<file path="config.mk">
export PLATFORM = sky130hd
export DESIGN_NAME = fsi_irq_status
export DESIGN_NICKNAME = d
export VERILOG_FILES = /design/src/fsi_pkg.sv /design/src/fsi_irq_status.sv
export SDC_FILE = /design/constraint.sdc
export NUM_CORES = 1
export LEC_CHECK = 0
export BUFFER_PORTS_ARGS = -buffer_cell sky130_fd_sc_hd__buf_4
export CORE_ASPECT_RATIO = 1.25
export CORE_MARGIN = 2
export CORE_UTILIZATION = 44
export CTS_CLUSTER_SIZE = 12
export DETAILED_ROUTE_END_ITERATION = 8
export GPL_ROUTABILITY_DRIVEN = 0
export GPL_TIMING_DRIVEN = 0
export PLACE_DENSITY = 0.86
export SYNTH_ARGS = -nofsm -noshare
export SYNTH_HDL_FRONTEND = slang
export SYNTH_SLANG_ARGS = --single-unit
</file>
<file path="constraint.sdc">
create_clock -name clk -period 1.8 [get_ports clk]
set_clock_uncertainty 0.15 [all_clocks]
set_input_delay 0.27 -clock clk [delete_from_list [all_inputs] [get_ports clk]]
set_output_delay 0.27 -clock clk [all_outputs]
set_load 0.01 [all_outputs]
</file>
<file path="src/fsi_pkg.sv">
package fsi_pkg;

  // Register indices; byte address is four times the index
  localparam logic [11:0] FSI_IDX_CONFIG = 12'hc10;
  localparam logic [11:0] FSI_IDX_IRQ_ENABLE = 12'hc18;
  localparam logic [11:0] FSI_IDX_IRQ_PENDING = 12'hc19;
  localparam logic [11:0] FSI_IDX_IRQ_CLEAR = 12'hc1a;
  localparam logic [13:0] FSI_ADDR_CONFIG = {FSI_IDX_CONFIG, 2'b00};
  localparam logic [13:0] FSI_ADDR_IRQ_ENABLE = {FSI_IDX_IRQ_ENABLE, 2'b00};
  localparam logic [13:0] FSI_ADDR_IRQ_PENDING = {FSI_IDX_IRQ_PENDING, 2'b00};
  localparam logic [13:0] FSI_ADDR_IRQ_CLEAR = {FSI_IDX_IRQ_CLEAR, 2'b00};

  localparam int FSI_NUM_EVENTS = 10;
  localparam int FSI_BYPASS_POS = 9;

  // Event bit positions, shared by enable, pending and clear registers
  localparam int FSI_EV_FAR_END_FAULT = 9;
  localparam int FSI_EV_TX_FIFO_FULL = 8;
  localparam int FSI_EV_TX_FIFO_EMPTY = 7;
  localparam int FSI_EV_RX_FIFO_FULL = 6;
  localparam int FSI_EV_RX_FIFO_EMPTY = 5;
  localparam int FSI_EV_LINK_CHANGE = 4;
  localparam int FSI_EV_REMOTE_FAULT = 3;
  localparam int FSI_EV_PRIO_FAIL = 2;
  localparam int FSI_EV_NEXT_PAGE = 1;
  localparam int FSI_EV_BASE_PAGE = 0;

  localparam logic [15:0] FSI_CONFIG_RESET = 16'h0000;
  localparam logic [9:0] FSI_ENABLE_RESET = 10'h3ff;
  localparam logic [9:0] FSI_PENDING_RESET = 10'h000;

  typedef struct packed {
    logic [13:0] addr;
    logic [31:0] wdata;
    logic wr;
    logic rd;
  } fsi_req_t;

endpackage : fsi_pkg

</file>
<file path="src/fsi_irq_status.sv">
// Design decision made here: the plain strobed port.
`timescale 1ns/1ps
// Operation
// RQ1 - Config bit 9 chooses signal detect: 0 uses pin, 1 ignores pin.
// RQ2 - Enable bit 9 gates far-end fault interrupt; resets enabled.
// RQ3 - Enable bit 8 gates transmit FIFO full interrupt; resets enabled.
// RQ4 - Enable bit 7 gates transmit FIFO empty interrupt; resets enabled.
// RQ5 - Enable bit 6 gates receive FIFO full interrupt; resets enabled.
// RQ6 - Enable bit 5 gates receive FIFO empty interrupt; resets enabled.
// RQ7 - Enable bit 4 gates link status change interrupt; resets enabled.
// RQ8 - Enable bit 3 gates partner remote fault interrupt; resets enabled.
// RQ9 - Enable bit 2 gates priority resolution failure interrupt; resets enabled.
// RQ10 - Enable bit 1 gates partner next page interrupt; resets enabled.
// RQ11 - Enable bit 0 gates partner base page interrupt; resets enabled.
// RQ12 - Status bit 8 latches transmit FIFO full, clears on read.
// RQ13 - Status bit 7 latches transmit FIFO empty, clears on read.
// RQ14 - Status bit 6 latches receive FIFO full, clears on read.
// RQ15 - Status bit 5 latches receive FIFO empty, clears on read.
// RQ16 - Status bits 9 and 4..0 latch their events, clear on read.
// RQ17 - Interrupt high while any pending bit has its enable set.
// RQ18 - Upper bits read zero, ignore writes; event beats clearing read.
module fsi_irq_status
  import fsi_pkg::*;
(
  // Clock and reset
  input wire logic clk,
  input wire logic rst_n,
  input wire logic clk_en,
  // Register port
  input wire logic [13:0] reg_addr,
  input wire logic [31:0] reg_wdata,
  input wire logic reg_wr,
  input wire logic reg_rd,
  output logic [31:0] reg_rdata,
  // Event pulses from the fiber/SGMII path, same clock
  input wire logic [9:0] event_in,
  // Signal detect
  input wire logic signal_detect_pin,
  output logic signal_detect,
  output logic signal_detect_bypass,
  // Interrupt
  output logic irq
);

  fsi_req_t req;
  logic sd_meta_ff;
  logic sd_sync_ff;
  logic bypass_ff;
  logic [31:0] rdata_ff;
  logic nxt_bypass;
  logic enable_wr;
  logic [9:0] enable_vec;
  logic [9:0] pending_vec;
  logic [9:0] request_vec;
  // Per-source enable bits, as software sees them
  logic far_end_fault_irq_enable;
  logic fifo_tx_full_irq_enable;
  logic fifo_tx_empty_irq_enable;
  logic fifo_rx_full_irq_enable;
  logic fifo_rx_empty_irq_enable;
  logic link_change_irq_enable;
  logic partner_remote_fault_irq_enable;
  logic priority_resolution_fail_irq_enable;
  logic partner_next_page_irq_enable;
  logic partner_base_page_irq_enable;
  // Per-source sticky pending bits
  logic far_end_fault_pending;
  logic fifo_tx_full_pending;
  logic fifo_tx_empty_pending;
  logic fifo_rx_full_pending;
  logic fifo_rx_empty_pending;
  logic link_change_pending;
  logic partner_remote_fault_pending;
  logic priority_resolution_fail_pending;
  logic partner_next_page_pending;
  logic partner_base_page_pending;
  logic [31:0] nxt_rdata;
  logic [9:0] clear_mask;
  wire sel_config;
  wire sel_enable;
  wire sel_pending;
  wire sel_clear;

  assign req = '{addr: reg_addr, wdata: reg_wdata, wr: reg_wr, rd: reg_rd};

  assign sel_config = req.addr == FSI_ADDR_CONFIG;
  assign sel_enable = req.addr == FSI_ADDR_IRQ_ENABLE;
  assign sel_pending = req.addr == FSI_ADDR_IRQ_PENDING;
  assign sel_clear = req.addr == FSI_ADDR_IRQ_CLEAR;

  // Config stores bit 9 only and enable stores bits 9..0; other write data is dropped
  assign nxt_bypass = (req.wr && sel_config) ? req.wdata[FSI_BYPASS_POS] : bypass_ff; // [RQ1] [RQ18]
  // Enable register gates all ten sources, bit per source
  assign enable_wr = req.wr && sel_enable; // [RQ2] [RQ3] [RQ4] [RQ5] [RQ6] [RQ7] [RQ8] [RQ9] [RQ10] [RQ11] [RQ18]

  // A read of the pending register clears all; the clear register clears selected bits
  always_comb begin
    clear_mask = '0;
    if (req.rd && sel_pending) begin
      clear_mask = '1;
    end else if (req.wr && sel_clear) begin
      clear_mask = req.wdata[FSI_NUM_EVENTS-1:0];
    end
  end

  // Register images, bit 9 first
  assign enable_vec = {
    far_end_fault_irq_enable,
    fifo_tx_full_irq_enable,
    fifo_tx_empty_irq_enable,
    fifo_rx_full_irq_enable,
    fifo_rx_empty_irq_enable,
    link_change_irq_enable,
    partner_remote_fault_irq_enable,
    priority_resolution_fail_irq_enable,
    partner_next_page_irq_enable,
    partner_base_page_irq_enable
  };
  assign pending_vec = {
    far_end_fault_pending,
    fifo_tx_full_pending,
    fifo_tx_empty_pending,
    fifo_rx_full_pending,
    fifo_rx_empty_pending,
    link_change_pending,
    partner_remote_fault_pending,
    priority_resolution_fail_pending,
    partner_next_page_pending,
    partner_base_page_pending
  }; // [RQ12] [RQ13] [RQ14] [RQ15] [RQ16]

  always_comb begin
    nxt_rdata = '0;
    if (req.rd) begin
      if (sel_config) begin
        nxt_rdata[FSI_BYPASS_POS] = bypass_ff; // [RQ18]
      end else if (sel_enable) begin
        nxt_rdata[FSI_NUM_EVENTS-1:0] = enable_vec;
      end else if (sel_pending) begin
        nxt_rdata[FSI_NUM_EVENTS-1:0] = pending_vec;
      end
    end
  end

  always_ff @(posedge clk) begin
    if (!rst_n) begin
      sd_meta_ff <= 1'b0;
      sd_sync_ff <= 1'b0;
      bypass_ff <= FSI_CONFIG_RESET[FSI_BYPASS_POS];
      rdata_ff <= '0;
    end else if (clk_en) begin
      sd_meta_ff <= signal_detect_pin;
      sd_sync_ff <= sd_meta_ff;
      bypass_ff <= nxt_bypass;
      rdata_ff <= nxt_rdata;
    end
  end

  assign reg_rdata = rdata_ff;
  // Bypass forces signal present so the fiber path ignores the pin
  assign signal_detect = bypass_ff | sd_sync_ff; // [RQ1]
  assign signal_detect_bypass = bypass_ff;
  assign irq = |request_vec; // [RQ17]

  // Far-end fault
  fsi_irq_source #(
    .ENABLE_INIT(FSI_ENABLE_RESET[FSI_EV_FAR_END_FAULT]),
    .PENDING_INIT(FSI_PENDING_RESET[FSI_EV_FAR_END_FAULT])
  ) u_far_end_fault (
    .clk(clk),
    .rst_n(rst_n),
    .clk_en(clk_en),
    .enable_wr(enable_wr),
    .enable_val(req.wdata[FSI_EV_FAR_END_FAULT]),
    .clear(clear_mask[FSI_EV_FAR_END_FAULT]),
    .event_pulse(event_in[FSI_EV_FAR_END_FAULT]),
    .enable(far_end_fault_irq_enable),
    .pending(far_end_fault_pending),
    .request(request_vec[FSI_EV_FAR_END_FAULT])
  ); // [RQ2] [RQ16]

  // Transmit FIFO full
  fsi_irq_source #(
    .ENABLE_INIT(FSI_ENABLE_RESET[FSI_EV_TX_FIFO_FULL]),
    .PENDING_INIT(FSI_PENDING_RESET[FSI_EV_TX_FIFO_FULL])
  ) u_tx_fifo_full (
    .clk(clk),
    .rst_n(rst_n),
    .clk_en(clk_en),
    .enable_wr(enable_wr),
    .enable_val(req.wdata[FSI_EV_TX_FIFO_FULL]),
    .clear(clear_mask[FSI_EV_TX_FIFO_FULL]),
    .event_pulse(event_in[FSI_EV_TX_FIFO_FULL]),
    .enable(fifo_tx_full_irq_enable),
    .pending(fifo_tx_full_pending),
    .request(request_vec[FSI_EV_TX_FIFO_FULL])
  ); // [RQ3] [RQ12]

  // Transmit FIFO empty
  fsi_irq_source #(
    .ENABLE_INIT(FSI_ENABLE_RESET[FSI_EV_TX_FIFO_EMPTY]),
    .PENDING_INIT(FSI_PENDING_RESET[FSI_EV_TX_FIFO_EMPTY])
  ) u_tx_fifo_empty (
    .clk(clk),
    .rst_n(rst_n),
    .clk_en(clk_en),
    .enable_wr(enable_wr),
    .enable_val(req.wdata[FSI_EV_TX_FIFO_EMPTY]),
    .clear(clear_mask[FSI_EV_TX_FIFO_EMPTY]),
    .event_pulse(event_in[FSI_EV_TX_FIFO_EMPTY]),
    .enable(fifo_tx_empty_irq_enable),
    .pending(fifo_tx_empty_pending),
    .request(request_vec[FSI_EV_TX_FIFO_EMPTY])
  ); // [RQ4] [RQ13]

  // Receive FIFO full
  fsi_irq_source #(
    .ENABLE_INIT(FSI_ENABLE_RESET[FSI_EV_RX_FIFO_FULL]),
    .PENDING_INIT(FSI_PENDING_RESET[FSI_EV_RX_FIFO_FULL])
  ) u_rx_fifo_full (
    .clk(clk),
    .rst_n(rst_n),
    .clk_en(clk_en),
    .enable_wr(enable_wr),
    .enable_val(req.wdata[FSI_EV_RX_FIFO_FULL]),
    .clear(clear_mask[FSI_EV_RX_FIFO_FULL]),
    .event_pulse(event_in[FSI_EV_RX_FIFO_FULL]),
    .enable(fifo_rx_full_irq_enable),
    .pending(fifo_rx_full_pending),
    .request(request_vec[FSI_EV_RX_FIFO_FULL])
  ); // [RQ5] [RQ14]

  // Receive FIFO empty
  fsi_irq_source #(
    .ENABLE_INIT(FSI_ENABLE_RESET[FSI_EV_RX_FIFO_EMPTY]),
    .PENDING_INIT(FSI_PENDING_RESET[FSI_EV_RX_FIFO_EMPTY])
  ) u_rx_fifo_empty (
    .clk(clk),
    .rst_n(rst_n),
    .clk_en(clk_en),
    .enable_wr(enable_wr),
    .enable_val(req.wdata[FSI_EV_RX_FIFO_EMPTY]),
    .clear(clear_mask[FSI_EV_RX_FIFO_EMPTY]),
    .event_pulse(event_in[FSI_EV_RX_FIFO_EMPTY]),
    .enable(fifo_rx_empty_irq_enable),
    .pending(fifo_rx_empty_pending),
    .request(request_vec[FSI_EV_RX_FIFO_EMPTY])
  ); // [RQ6] [RQ15]

  // Link status change
  fsi_irq_source #(
    .ENABLE_INIT(FSI_ENABLE_RESET[FSI_EV_LINK_CHANGE]),
    .PENDING_INIT(FSI_PENDING_RESET[FSI_EV_LINK_CHANGE])
  ) u_link_change (
    .clk(clk),
    .rst_n(rst_n),
    .clk_en(clk_en),
    .enable_wr(enable_wr),
    .enable_val(req.wdata[FSI_EV_LINK_CHANGE]),
    .clear(clear_mask[FSI_EV_LINK_CHANGE]),
    .event_pulse(event_in[FSI_EV_LINK_CHANGE]),
    .enable(link_change_irq_enable),
    .pending(link_change_pending),
    .request(request_vec[FSI_EV_LINK_CHANGE])
  ); // [RQ7] [RQ16]

  // Partner remote fault
  fsi_irq_source #(
    .ENABLE_INIT(FSI_ENABLE_RESET[FSI_EV_REMOTE_FAULT]),
    .PENDING_INIT(FSI_PENDING_RESET[FSI_EV_REMOTE_FAULT])
  ) u_remote_fault (
    .clk(clk),
    .rst_n(rst_n),
    .clk_en(clk_en),
    .enable_wr(enable_wr),
    .enable_val(req.wdata[FSI_EV_REMOTE_FAULT]),
    .clear(clear_mask[FSI_EV_REMOTE_FAULT]),
    .event_pulse(event_in[FSI_EV_REMOTE_FAULT]),
    .enable(partner_remote_fault_irq_enable),
    .pending(partner_remote_fault_pending),
    .request(request_vec[FSI_EV_REMOTE_FAULT])
  ); // [RQ8] [RQ16]

  // Priority resolution failure
  fsi_irq_source #(
    .ENABLE_INIT(FSI_ENABLE_RESET[FSI_EV_PRIO_FAIL]),
    .PENDING_INIT(FSI_PENDING_RESET[FSI_EV_PRIO_FAIL])
  ) u_prio_fail (
    .clk(clk),
    .rst_n(rst_n),
    .clk_en(clk_en),
    .enable_wr(enable_wr),
    .enable_val(req.wdata[FSI_EV_PRIO_FAIL]),
    .clear(clear_mask[FSI_EV_PRIO_FAIL]),
    .event_pulse(event_in[FSI_EV_PRIO_FAIL]),
    .enable(priority_resolution_fail_irq_enable),
    .pending(priority_resolution_fail_pending),
    .request(request_vec[FSI_EV_PRIO_FAIL])
  ); // [RQ9] [RQ16]

  // Partner next page received
  fsi_irq_source #(
    .ENABLE_INIT(FSI_ENABLE_RESET[FSI_EV_NEXT_PAGE]),
    .PENDING_INIT(FSI_PENDING_RESET[FSI_EV_NEXT_PAGE])
  ) u_next_page (
    .clk(clk),
    .rst_n(rst_n),
    .clk_en(clk_en),
    .enable_wr(enable_wr),
    .enable_val(req.wdata[FSI_EV_NEXT_PAGE]),
    .clear(clear_mask[FSI_EV_NEXT_PAGE]),
    .event_pulse(event_in[FSI_EV_NEXT_PAGE]),
    .enable(partner_next_page_irq_enable),
    .pending(partner_next_page_pending),
    .request(request_vec[FSI_EV_NEXT_PAGE])
  ); // [RQ10] [RQ16]

  // Partner base page received
  fsi_irq_source #(
    .ENABLE_INIT(FSI_ENABLE_RESET[FSI_EV_BASE_PAGE]),
    .PENDING_INIT(FSI_PENDING_RESET[FSI_EV_BASE_PAGE])
  ) u_base_page (
    .clk(clk),
    .rst_n(rst_n),
    .clk_en(clk_en),
    .enable_wr(enable_wr),
    .enable_val(req.wdata[FSI_EV_BASE_PAGE]),
    .clear(clear_mask[FSI_EV_BASE_PAGE]),
    .event_pulse(event_in[FSI_EV_BASE_PAGE]),
    .enable(partner_base_page_irq_enable),
    .pending(partner_base_page_pending),
    .request(request_vec[FSI_EV_BASE_PAGE])
  ); // [RQ11] [RQ16]

endmodule : fsi_irq_status

// One interrupt source: enable bit, sticky pending bit and its request
module fsi_irq_source
  import fsi_pkg::*;
#(
  parameter logic ENABLE_INIT = 1'b1,
  parameter logic PENDING_INIT = 1'b0
) (
  // Clock and reset
  input wire logic clk,
  input wire logic rst_n,
  input wire logic clk_en,
  // Software side
  input wire logic enable_wr,
  input wire logic enable_val,
  input wire logic clear,
  // Event side
  input wire logic event_pulse,
  output logic enable,
  output logic pending,
  output logic request
);

  logic enable_ff;
  logic pending_ff;
  logic nxt_enable;
  logic nxt_pending;

  assign nxt_enable = enable_wr ? enable_val : enable_ff;
  // Set wins over clear so an event in the clearing cycle is kept for the next read
  assign nxt_pending = (pending_ff & ~clear) | event_pulse; // [RQ18]

  always_ff @(posedge clk) begin
    if (!rst_n) begin
      enable_ff <= ENABLE_INIT;
      pending_ff <= PENDING_INIT;
    end else if (clk_en) begin
      enable_ff <= nxt_enable;
      pending_ff <= nxt_pending;
    end
  end

  assign enable = enable_ff;
  assign pending = pending_ff;
  assign request = pending_ff & enable_ff;

endmodule : fsi_irq_source

</file>
After elaboration in Yosys (flattened, before gate mapping)
Index checks and enable logic that the tools add are counted.
{"block": "totals", "reg_bits": 33, "inputBits": 62, "output_inout_bits": 35}
{"block": "op_classes", "eq_ne": 4, "mux": 7, "bitwise_logic": 41, "reduce_logical": 7}
{"cell": "equality test 14 bit, second input constant", "n": 4}
{"cell": "two-way mux 10 bit", "n": 5}
{"cell": "AND 1 bit", "n": 20}
{"cell": "OR 1 bit", "n": 11}
{"cell": "inverter 1 bit", "n": 10}
{"cell": "OR reduction 10 bit", "n": 1}
{"cell": "two-way mux 9 bit", "n": 1}
{"cell": "logical AND 1 bit", "n": 4}
{"cell": "AND reduction 2 bit", "n": 2}
{"cell": "two-way mux 1 bit", "n": 1}

Depth between registers and ports, before layout
Gate-level depths: netlist (run 1).
{"block": "depth", "word_depth": 7, "ltp_mapped": 5, "depth_no_buf": 4}

Hierarchy
A second synthesis (run 1) with hierarchy kept.
{"block": "hier_totals", "cells_unflattened": 213, "hier_area_um2": 1830.5}
{"module": "fsi_irq_status", "n_inst": 1, "cells_each": 123, "area_per_inst_um2": 992.2, "seq_area_each_um2": 260.2}
{"module": "fsi_irq_source", "n_inst": 10, "cells_each": 9, "area_per_inst_um2": 83.8, "seq_area_each_um2": 40.0}

Worst setup path before layout (run 1)
OpenSTA, ideal clock, no wires.
{"block": "synth_timing", "path_kind": "input to register", "from": "input port reg_addr[9]", "to": "register rdata_ff[0] (netlist: reg_rdata[0])", "setup_time_ns": 0.067, "arrival_time_ns": 1.465, "path_slack_ns": 0.118, "path_stages": 5, "n_path_buf": 1, "path_cell_list": "nor4b_2 > nand3_2 > or4_1 > buf_6 > o21ai_2"}
{"block": "synth_between", "elab_chain_len": 5, "word_cells_on_any_way": 7, "cone_classes": "eq/ne (3); mux (4)"}
{"item": "start, declared", "line_no": "fsi_irq_status.sv:30", "source": "input wire logic [13:0] reg_addr,"}
{"item": "equality test 14 bit", "line_no": "fsi_irq_status.sv:88", "source": "assign sel_pending = req.addr == FSI_ADDR_IRQ_PENDING;"}
{"item": "two-way mux 10 bit", "line_no": "fsi_irq_status.sv:139", "source": "end else if (sel_pending) begin"}
{"item": "two-way mux 10 bit", "line_no": "fsi_irq_status.sv:137", "source": "end else if (sel_enable) begin"}
{"item": "two-way mux 9 bit *", "line_no": "fsi_irq_status.sv:135", "source": "if (sel_config) begin"}
{"item": "two-way mux 10 bit *", "line_no": "fsi_irq_status.sv:134", "source": "if (req.rd) begin"}
{"item": "end signal, assigned", "line_no": "fsi_irq_status.sv:155", "source": "rdata_ff <= nxt_rdata;"}
{"item": "end, declared", "line_no": "fsi_irq_status.sv:49", "source": "logic [31:0] rdata_ff;"}
Every way passes the cells marked *; elsewhere a longest branch is shown, timed or not.
A chain may end at the register's enable or synchronous reset.

Worst setup path in the final report (run 1)
{"block": "layout_timing", "from": "register u_next_page.pending_ff (netlist: u_next_page.pending)", "to": "output port irq"}
{"block": "layout_between", "elab_chain_len": 2}
{"item": "start, declared", "line_no": "fsi_irq_status.sv:360", "source": "logic pending_ff;"}
{"item": "start signal, assigned", "line_no": "fsi_irq_status.sv:374", "source": "pending_ff <= nxt_pending;"}
{"item": "AND 1 bit", "line_no": "fsi_irq_status.sv:380", "source": "assign request = pending_ff & enable_ff;"}
{"item": "OR reduction 10 bit", "line_no": "fsi_irq_status.sv:163", "source": "assign irq = |request_vec;"}
{"item": "end, declared", "line_no": "fsi_irq_status.sv:42", "source": "output logic irq"}
Every way passes these cells.

==> impl_metrics.csv, run 1 <==
group,metric,value,unit
outcome,status,"finished clean",
timing,timing.final.crit_share,98.9,%
critical_path,worstSetupPathType,"flop to output port",
synthesis,ys_top_cells_by_count,"33 x dfxtp_1, 23 x nand2_1, 22 x buf_4, 22 x mux2i_1, 20 x a21oi_1",
floorplan,die_w,59.8,um
synthesis,synthDistinctLibCells,30,
synthesis,yosysTopAreaCell,"dfxtp_1",
grt,grt_use_total,19.2,%
synthesis,synth_async_sr_flop_share,0,%
synthesis,synth.top_cell.area_share,38.6,%
final_layout,largest_register_ffs,10,
detailed_routing,drtIter0Drc,38,
clock_tree,numCtsBuffers,5,
detailed_routing,avgRoutedWirePerCell,12.9,um
clock_tree,cts_hold_buf,0,
grt,grt_overflow,0,
clock_tree,clk_pin_slew_worst_paths,0.07,ns
synthesis,yosysWarnings,0,
final_layout,final_nets,329,
final_layout,final_area,2360,sq um
grt,grt_pass1_vias,1453,
synthesis,ys_seq_area_share,38.6,%
timing,max-slew-margin-rel,52.9,%
flow_run,max_cap_violations,0,
floorplan,io-pin-count,97,
critical_path,cp.required,1.38,ns
final_layout,drive_gt1_share,36.9,%
final_layout,synthToLayoutAreaGrowth,37.5,%
synthesis,synth_area_leaders,"dfxtp_1 39%, mux2i_1 13%, buf_4 9.6%",
timing,hold_ws,0.0534,ns
pwr,ir_drop,418,uV
min_path,min_path_type,"input pin to flop",
place,placed_cells,300,
timing,final.min_clock_period,1.78,ns
critical_path,cp_slowest_cell,"dfxtp_2",
timing,setup_violations,0,
pwr,cellPowerDensity,735,nW/um^2
critical_path,path_cells,"a22o_1, a221oi_2, nand4_1, buf_4",
clock_tree,clock_sinks,33,
final_layout,instances_no_fill,308,
critical_path,worst-path-max-fanout,3,
grt,gr-usage-met3,5.28,%
grt,grt_max_degree,11,
clock_tree,cts_root_buf,"clkbuf_8",
clock_tree,insertion_delay,0.29,ns
synthesis,synth_edf_count,0,
clock_tree,ctsLongestPathBuffers,2,
clock_tree,cts_tree,"done",
synthesis,synth_area,1710,sq um
detailed_routing,drt_wl_total,3.97,mm
grt,antenna_found_initial,0,
synthesis,yosysMostFrequentCell,"dfxtp_1",
detailed_routing,viasPerCell,5.02,
clock_tree,cts_htree_levels,2,
timing,fmax,0.562,GHz
detailed_routing,drc,0,
synthesis,ys.flop_type,"dfxtp_1",
critical_path,cpLargestDelayFamily,"compound AO/OA/AOI/OAI gates",
floorplan,rows,25,
place,dpl.hpwl,3.01,mm
floorplan,core,3750,sq um
critical_path,critical_path.endpoint_type,"output port",
synthesis,yosys_register_bits,33,
critical_path,slowest_delay,0.33,ns
critical_path,arrival,1.36,ns
final_layout,antenna_cells,0,
timing,rsz0062_at_grt,"false",
place,dpl_cell_area,2230,sq um
detailed_routing,vias,1546,
synthesis,synth_cells,187,
floorplan,die_area,4410,sq um
floorplan,start_util,45.6,%
detailed_routing,ant_nets,0,
clock_tree,cts_setup_buffers,0,
pwr,leakagePower,1.14,nW
detailed_routing,first_pass_iters,4,
grt,met1_usage,20.7,%
critical_path,startpoint_type,"flop",
timing,final.setup.tns,0,ns
grt,grtUsageMet2,34.3,%
floorplan,die_h,73.8,um
place,io_buffers,52,
synthesis,syn_area_per_cell,9.16,sq um
grt,grt_pass1_wl,6.41,mm
timing,tightest_slew,0.706,ns
critical_path,path_buf_inv,1,
grt,busiest_layer,"met2",
timing,hold_violations,0,
timing,slew_violations,0,
final cells by class:
type	instances	area, sq um
flip-flops and latches	33	662
fillers	342	1400
multi-input cells	141	918
inverters	2	7.51
plain buffers	32	211
clock inverters	1	30.0
repair buffers	52	390
clock buffers	7	86.3
well taps	40	50.0
routing by layer:
metal | wire length [um] | vias up
met2 | 2100 | 50
met3 | 215 | 11
li1 | - | 781
met5 | 0 | -
met4 | 87 | 0
met1 | 1570 | 704
cells in the final DEF, fill, tap and decap left out, types with 2 or more instances in the layout:
| cell | n |
|---|---|
| a21oi_1 | 20 |
| nand2_1 | 23 |
| clkbuf_1 | 5 |
| nor2b_1 | 3 |
| nand4_1 | 2 |
| clkbuf_8 | 6 |
| inv_1 | 2 |
| dfxtp_1 | 32 |
| nor3_1 | 11 |
| buf_1 | 4 |
| buf_4 | 74 |
| and4b_1 | 2 |
| a22oi_1 | 3 |
| nor3b_1 | 10 |
| conb_1 | 22 |
| o21ai_2 | 9 |
| nor4bb_1 | 2 |
| mux2i_1 | 22 |
cells by family after synthesis:
group / after synthesis / synth area share, %
AOI/OAI and AO/OA: 37 / 14.2
buffers and inverters: 34 / 12.8
DFF: 33 / 38.6
muxes: 22 / 12.9
other: 1 / 0.219
and+or+nand+nor: 60 / 21.4
power breakdown:
group          switching [mW]  internal, mW  total, mW
sequential             0.0146         0.748      0.763
clock                   0.267         0.451      0.718
combinational           0.113         0.139      0.252
total                   0.395          1.34       1.73
final timing paths:
check	start	endpoint	slack, ns	cells after the start
worst max-delay path	u_next_page.pending$_SDFFE_PN0P_	irq	0.02	4
worst min-delay path	reg_wdata[0]	u_base_page.enable$_SDFFE_PN1P_	0.05	3
worst max register to register	signal_detect_bypass$_SDFFE_PN0P_	reg_rdata[9]$_SDFFE_PN0P_	0.42	4
worst min register to register	reg_rdata[1]$_SDFFE_PN0P_	reg_rdata[1]$_SDFFE_PN0P_	0.30	2
worst min-delay path: stages:
cell and delay (ns):
buf_4 0.09, mux2i_1 0.05, nand2_1 0.06
timing repair:
action / in CTS / in global routing
gates cloned: 0 / 0
endpoints found under the setup margin: 1 / 1
gates resized for setup: 1 / 1
endpoints found under the hold margin: 0 / 0
pin swaps: 0 / 1
stage by stage:
step / worst slack, ns / util [%] / total power, mW
finish: 0.0201 / 62.8 / 1.73
global route: 0.000705 / 62.8 / 1.78
CTS: 0.0303 / 62.7 / 1.74
detailed placement: -0.0975 / 59.5 / 1.02
global placement: -0.0875 / 59.5 / 1.02
floorplan: 0.118 / - / 0.915
Note: power is estimated with default switching activity, not from simulation.
==> inputs of run 2 (changes only) <==
CORE_UTILIZATION = 40   (was 44)
PLACE_DENSITY = 0.83   (was 0.86)
clock period = 1.53 ns   (was 1.8 ns; I/O delays follow)
==> impl_metrics.csv, run 2 (synthesis results as in run 1) <==
group,metric,value,unit
timing,slew_violations,0,
timing,max-slew-margin-rel,54.4,%
pwr,cellPowerDensity,755,nW/um^2
timing,setup_violations,1,
timing,fin_ws,-0.193,ns
clock_tree,ctsLongestPathBuffers,2,
min_path,hold_path_depth,3,
detailed_routing,drt_wl_total,4.31,mm
pwr,total_power,1.84,mW
floorplan,rows,26,
clock_tree,cts_root_buf,"clkbuf_8",
min_path,min_from,"reg_wdata[7]",
detailed_routing,vias,1596,
grt,antenna_found_initial,0,
grt,grt_overflow,0,
min_path,worstHoldEndpoint,"u_tx_fifo_empty.enable$_SDFFE_PN1P_",
clock_tree,clock_sinks,33,
final_layout,layout_commonest_cell,"buf_4",
final_layout,synthToLayoutAreaGrowth,41.9,%
timing,fmax,0.580,GHz
floorplan,die_h,77.2,um
final_layout,final_nets,334,
final_layout,antenna_cells,0,
critical_path,worst-path-max-fanout,2,
pwr,ir_drop,554,uV
outcome,status,"finished with violations",
final_layout,final_area,2430,sq um
clock_tree,numCtsBuffers,5,
outcome,violations,"negative setup slack",
final_layout,largest_register_ffs,10,
final_layout,multi_input_area,962,sq um
grt,grt_use_total,17.8,%
clock_tree,cts_hold_buf,0,
grt,grt_max_degree,11,
place,placed_cells,316,
timing,tightest_slew,0.683,ns
timing,hold_violations,0,
final_layout,most-common-layout-cells,"75 x buf_4, 31 x dfxtp_1, 23 x nand2_1",
critical_path,path_cells,"a22o_1, a221oi_2, nand4_1, buf_4",
critical_path,ff2ff_path_depth,4,
clock_tree,clk_pin_slew_worst_paths,0.07,ns
grt,grt_pass1_wl,6.84,mm
clock_tree,cts_tree,"done",
critical_path,cp_slowest_cell,"dfxtp_2",
final_layout,fillers,395,
final_layout,instances_no_fill,329,
clock_tree,cts_htree_levels,2,
critical_path,reg2reg_slack,0.13,ns
timing,rsz0062_at_grt,"true",
critical_path,timing.rr.end,"reg_rdata[9]$_SDFFE_PN0P_",
final_layout,drive_gt1_share,39.9,%
critical_path,worstSetupPathType,"flop to output port",
detailed_routing,drc,0,
place,dpl_cell_area,2260,sq um
clock_tree,insertion_delay,0.29,ns
detailed_routing,avgRoutedWirePerCell,13.1,um
detailed_routing,drtIter0Drc,46,
critical_path,cp.required,1.15,ns
critical_path,slowest_delay,0.32,ns
pwr,leakagePower,1.17,nW
floorplan,start_util,41.8,%
place,dpl.hpwl,3.08,mm
place,io_buffers,52,
floorplan,core,4100,sq um
critical_path,startpoint_type,"flop",
floorplan,die_area,4830,sq um
critical_path,r2r-start,"signal_detect_bypass$_SDFFE_PN0P_",
floorplan,die_w,62.5,um
detailed_routing,first_pass_iters,4,
detailed_routing,viasPerCell,4.85,
critical_path,arrival,1.34,ns
floorplan,io-pin-count,97,
timing,hold_ws,0.0175,ns
min_path,min_path_type,"input pin to flop",
flow_run,max_cap_violations,0,
final_layout,seq_area,663,sq um
critical_path,critical_path.endpoint_type,"output port",
timing,timing.final.crit_share,113,%
detailed_routing,ant_nets,0,
timing,final.min_clock_period,1.72,ns
grt,grt_pass1_vias,1519,
-- run 2: timing repair --
item,in CTS,in global routing
endpoints found under the hold margin,0,0
setup buffers,3,2
gates resized for setup,3,11
pin swaps,3,13
gates cloned,0,1
endpoints found under the setup margin,7,12
-- run 2: worst max-delay path by stage --
stage | start | end | slack (ns) | depth (start not counted)
final | u_next_page.enable$_SDFFE_PN1P_ | irq | -0.19 | 4
after CTS | u_next_page.enable$_SDFFE_PN1P_ | irq | -0.19 | 4
after floorplan | reg_addr[4] | reg_rdata[0]$_SDFFE_PN0P_ | -0.08 | 5
after global routing | u_next_page.enable$_SDFFE_PN1P_ | irq | -0.28 | 4
after global placement | reg_addr[4] | reg_rdata[8]$_SDFFE_PN0P_ | -0.27 | 6
after detailed placement | reg_addr[9] | reg_rdata[3]$_SDFFE_PN0P_ | -0.30 | 6
-- run 2: report_power, final --
part	switching [mW]	leakage, nW	internal [mW]
sequential	0.0157	0.269	0.880
clock	0.314	0.0450	0.315
combinational	0.141	0.855	0.171
total	0.470	1.17	1.37
-- run 2: through the flow --
stage	utilization (%)	setup TNS, ns	setup WS, ns
finish	59.3	-0.193	-0.193
global route	59.3	-0.746	-0.283
CTS	57.9	-0.194	-0.194
detailed placement	55.2	-4.50	-0.303
global placement	55.2	-3.64	-0.268
floorplan	-	-0.716	-0.0796
-- run 2: layer usage --
layer	share of wire (%)	vias up	track usage [%]
met5	0	-	0
met3	5.6	9	3.52
li1	-	800	-
met4	2.9	0	10.0
met1	39	731	19.3
met2	53	56	32.2
-- run 2: cell type report --
type | instances | share of cell area [%]
Sequential cell | 33 | 27.3
Timing Repair Buffer | 57 | 18.2
Buffer | 31 | 8.29
Clock buffer | 6 | 2.99
Tap cell | 56 | 2.88
Clock inverter | 2 | 0.412
Inverter | 2 | 0.309
Multi-Input combinational cell | 142 | 39.6
-- run 2: critical path: cells and delay by family, from the launching register on --
family | cells | cell delay (ns)
AND/OR/NAND/NOR | 1 | 0.14
AO/OA/AOI/OAI | 2 | 0.43
flip-flops | 1 | 0.32
buffers and inverters | 1 | 0.17
==> inputs of run 3 (changes only) <==
PLACE_DENSITY = 0.81   (was 0.83)
SYNTH_HIERARCHICAL = 1   (was unset)
==> impl_metrics.csv, run 3 <==
group,metric,value,unit
critical_path,cp.required,1.15,ns
synthesis,yosysWarnings,6,
clock_tree,clock_sinks,33,
detailed_routing,first_pass_iters,4,
final_layout,largest_register_ffs,10,
timing,hold_violations,0,
critical_path,arrival,1.31,ns
timing,timing.final.crit_share,110,%
critical_path,worst-path-max-fanout,3,
pwr,leakagePower,1.34,nW
critical_path,r2r-start,"u_next_page/enable$_SDFFE_PN1P_",
grt,grt_pass1_vias,1620,
min_path,min_path_type,"input pin to flop",
grt,grt_max_degree,46,
clock_tree,cts_root_buf,"clkbuf_8",
clock_tree,numCtsBuffers,5,
synthesis,yosysTopAreaCell,"dfxtp_1",
pwr,ir_drop,423,uV
clock_tree,clk_pin_slew_worst_paths,0.06,ns
clock_tree,cts_htree_levels,2,
timing,fin_ws,-0.159,ns
critical_path,worstSetupPathType,"flop to output port",
synthesis,ys_top_cells_by_count,"33 x dfxtp_1, 23 x nand2_1, 22 x buf_4",
place,placed_cells,344,
critical_path,startpoint_type,"flop",
detailed_routing,viasPerCell,5.05,
critical_path,crit_path_start,"u_base_page/pending$_SDFFE_PN0P_",
timing,rsz0062_at_grt,"true",
clock_tree,ctsLongestPathBuffers,2,
floorplan,start_util,41.7,%
final_layout,final_nets,370,
synthesis,synth.top_cell.area_share,36.1,%
floorplan,core,4390,sq um
final_layout,synthToLayoutAreaGrowth,47.0,%
grt,antenna_found_initial,0,
synthesis,ys_seq_area_share,36.1,%
place,io_buffers,52,
pwr,total_power,1.91,mW
grt,grt_use_total,18.1,%
min_path,min_from,"signal_detect_pin",
flow_run,max_cap_violations,0,
outcome,violations,"negative setup slack",
synthesis,yosys_register_bits,33,
synthesis,synth_area,1830,sq um
synthesis,synth_area_leaders,"dfxtp_1 36%, buf_4 9.0%, a21oi_1 5.2%",
final_layout,drive_gt1_share,39.3,%
outcome,status,"finished with violations",
timing,setup_violations,12,
floorplan,die_w,64.5,um
clock_tree,cts_tree,"done",
final_layout,most-common-layout-cells,"82 x buf_4, 27 x dfxtp_1, 22 x nand2_1, 22 x conb_1, 19 x a21oi_1",
floorplan,die_h,79.6,um
floorplan,rows,27,
critical_path,critical_path.endpoint_type,"output port",
synthesis,synth_cells,213,
final_layout,instances_no_fill,366,
detailed_routing,vias,1848,
synthesis,synth_edf_count,0,
grt,grt_overflow,0,
synthesis,synthDistinctLibCells,35,
timing,fmax,0.592,GHz
floorplan,die_area,5140,sq um
final_layout,layout_commonest_cell,"buf_4",
detailed_routing,drtIter0Drc,90,
floorplan,io-pin-count,97,
synthesis,ys.flop_type,"dfxtp_1",
detailed_routing,avgRoutedWirePerCell,13.4,um
timing,final.setup.tns,-0.823,ns
detailed_routing,drc,0,
clock_tree,insertion_delay,0.28,ns
final_layout,antenna_cells,0,
detailed_routing,drt_wl_total,4.92,mm
synthesis,synth_async_sr_flop_share,0,%
timing,final.min_clock_period,1.69,ns
synthesis,yosysMostFrequentCell,"dfxtp_1",
grt,grt_pass1_wl,7.34,mm
place,dpl.hpwl,3.11,mm
pwr,cellPowerDensity,711,nW/um^2
timing,hold_ws,0.0677,ns
detailed_routing,ant_nets,0,
synthesis,syn_area_per_cell,8.59,sq um
timing,slew_violations,0,
run 3: cells by family after synthesis:
kind of cell	after synthesis	share of synthesized area (%)
multiplexers	2	1.09
flip-flops	33	36.1
other	1	0.205
AND/OR/NAND/NOR	76	26.1
AO/OA/AOI/OAI	72	25.6
buffers and inverters	29	10.9
run 3: routing by layer:
layer | vias to the layer above | track usage, % | share of wire (%)
met4 | 0 | 6.17 | 1.8
met1 | 835 | 21.1 | 39
met3 | 9 | 3.39 | 7.2
met2 | 77 | 32.9 | 52
li1 | 927 | - | -
met5 | - | 0 | 0
run 3: metrics by stage:
step	cell area, sq um	worst slack [ns]	util, %
2_1_floorplan	1920	-0.232	-
3_3_place_gp	2380	-0.596	54.3
3_5_place_dp	2380	-0.638	54.3
4_1_cts	2610	-0.154	59.5
5_1_grt	2690	-0.244	61.3
6_report	2690	-0.159	61.3
run 3: critical path: stages (launching register included):
cell,delay (ns)
dfxtp_2,0.34
and2_4,0.17
nor4_4,0.24
nand3_1,0.14
buf_6,0.15
run 3: area by class of cell:
| class | instances | area [sq um] |
|---|---|---|
| inverters | 2 | 7.51 |
| fillers | 374 | 1700 |
| plain buffers | 26 | 180 |
| flip-flops and latches | 33 | 668 |
| multi-input cells | 175 | 1160 |
| repair buffers | 65 | 507 |
| clock buffers | 6 | 82.6 |
| clock inverters | 1 | 7.51 |
| well taps | 58 | 72.6 |
run 3: power by group:
part,internal (mW),switching (mW)
Sequential,0.886,0.0193
Combinational,0.195,0.157
Clock,0.355,0.301
Total,1.44,0.477
run 3: what timing repair did:
action | 4_1_cts | 5_1_grt
cloned | 2 | 2
hold buffers | 0 | 0
pin swaps | 21 | 7
resized for setup | 18 | 13
endpoints found under the setup margin | 21 | 30
buffers inserted | 9 | 3
run 3: path summary, 6_finish.rpt:
kind	end	slack [ns]	depth (start not counted)
setup / recovery	irq	-0.16	4
setup reg to reg	reg_rdata[1]$_SDFFE_PN0P_	0.28	5
hold / removal	sd_meta_ff$_SDFFE_PN0P_	0.07	3
hold reg to reg	reg_rdata[9]$_SDFFE_PN0P_	0.31	2
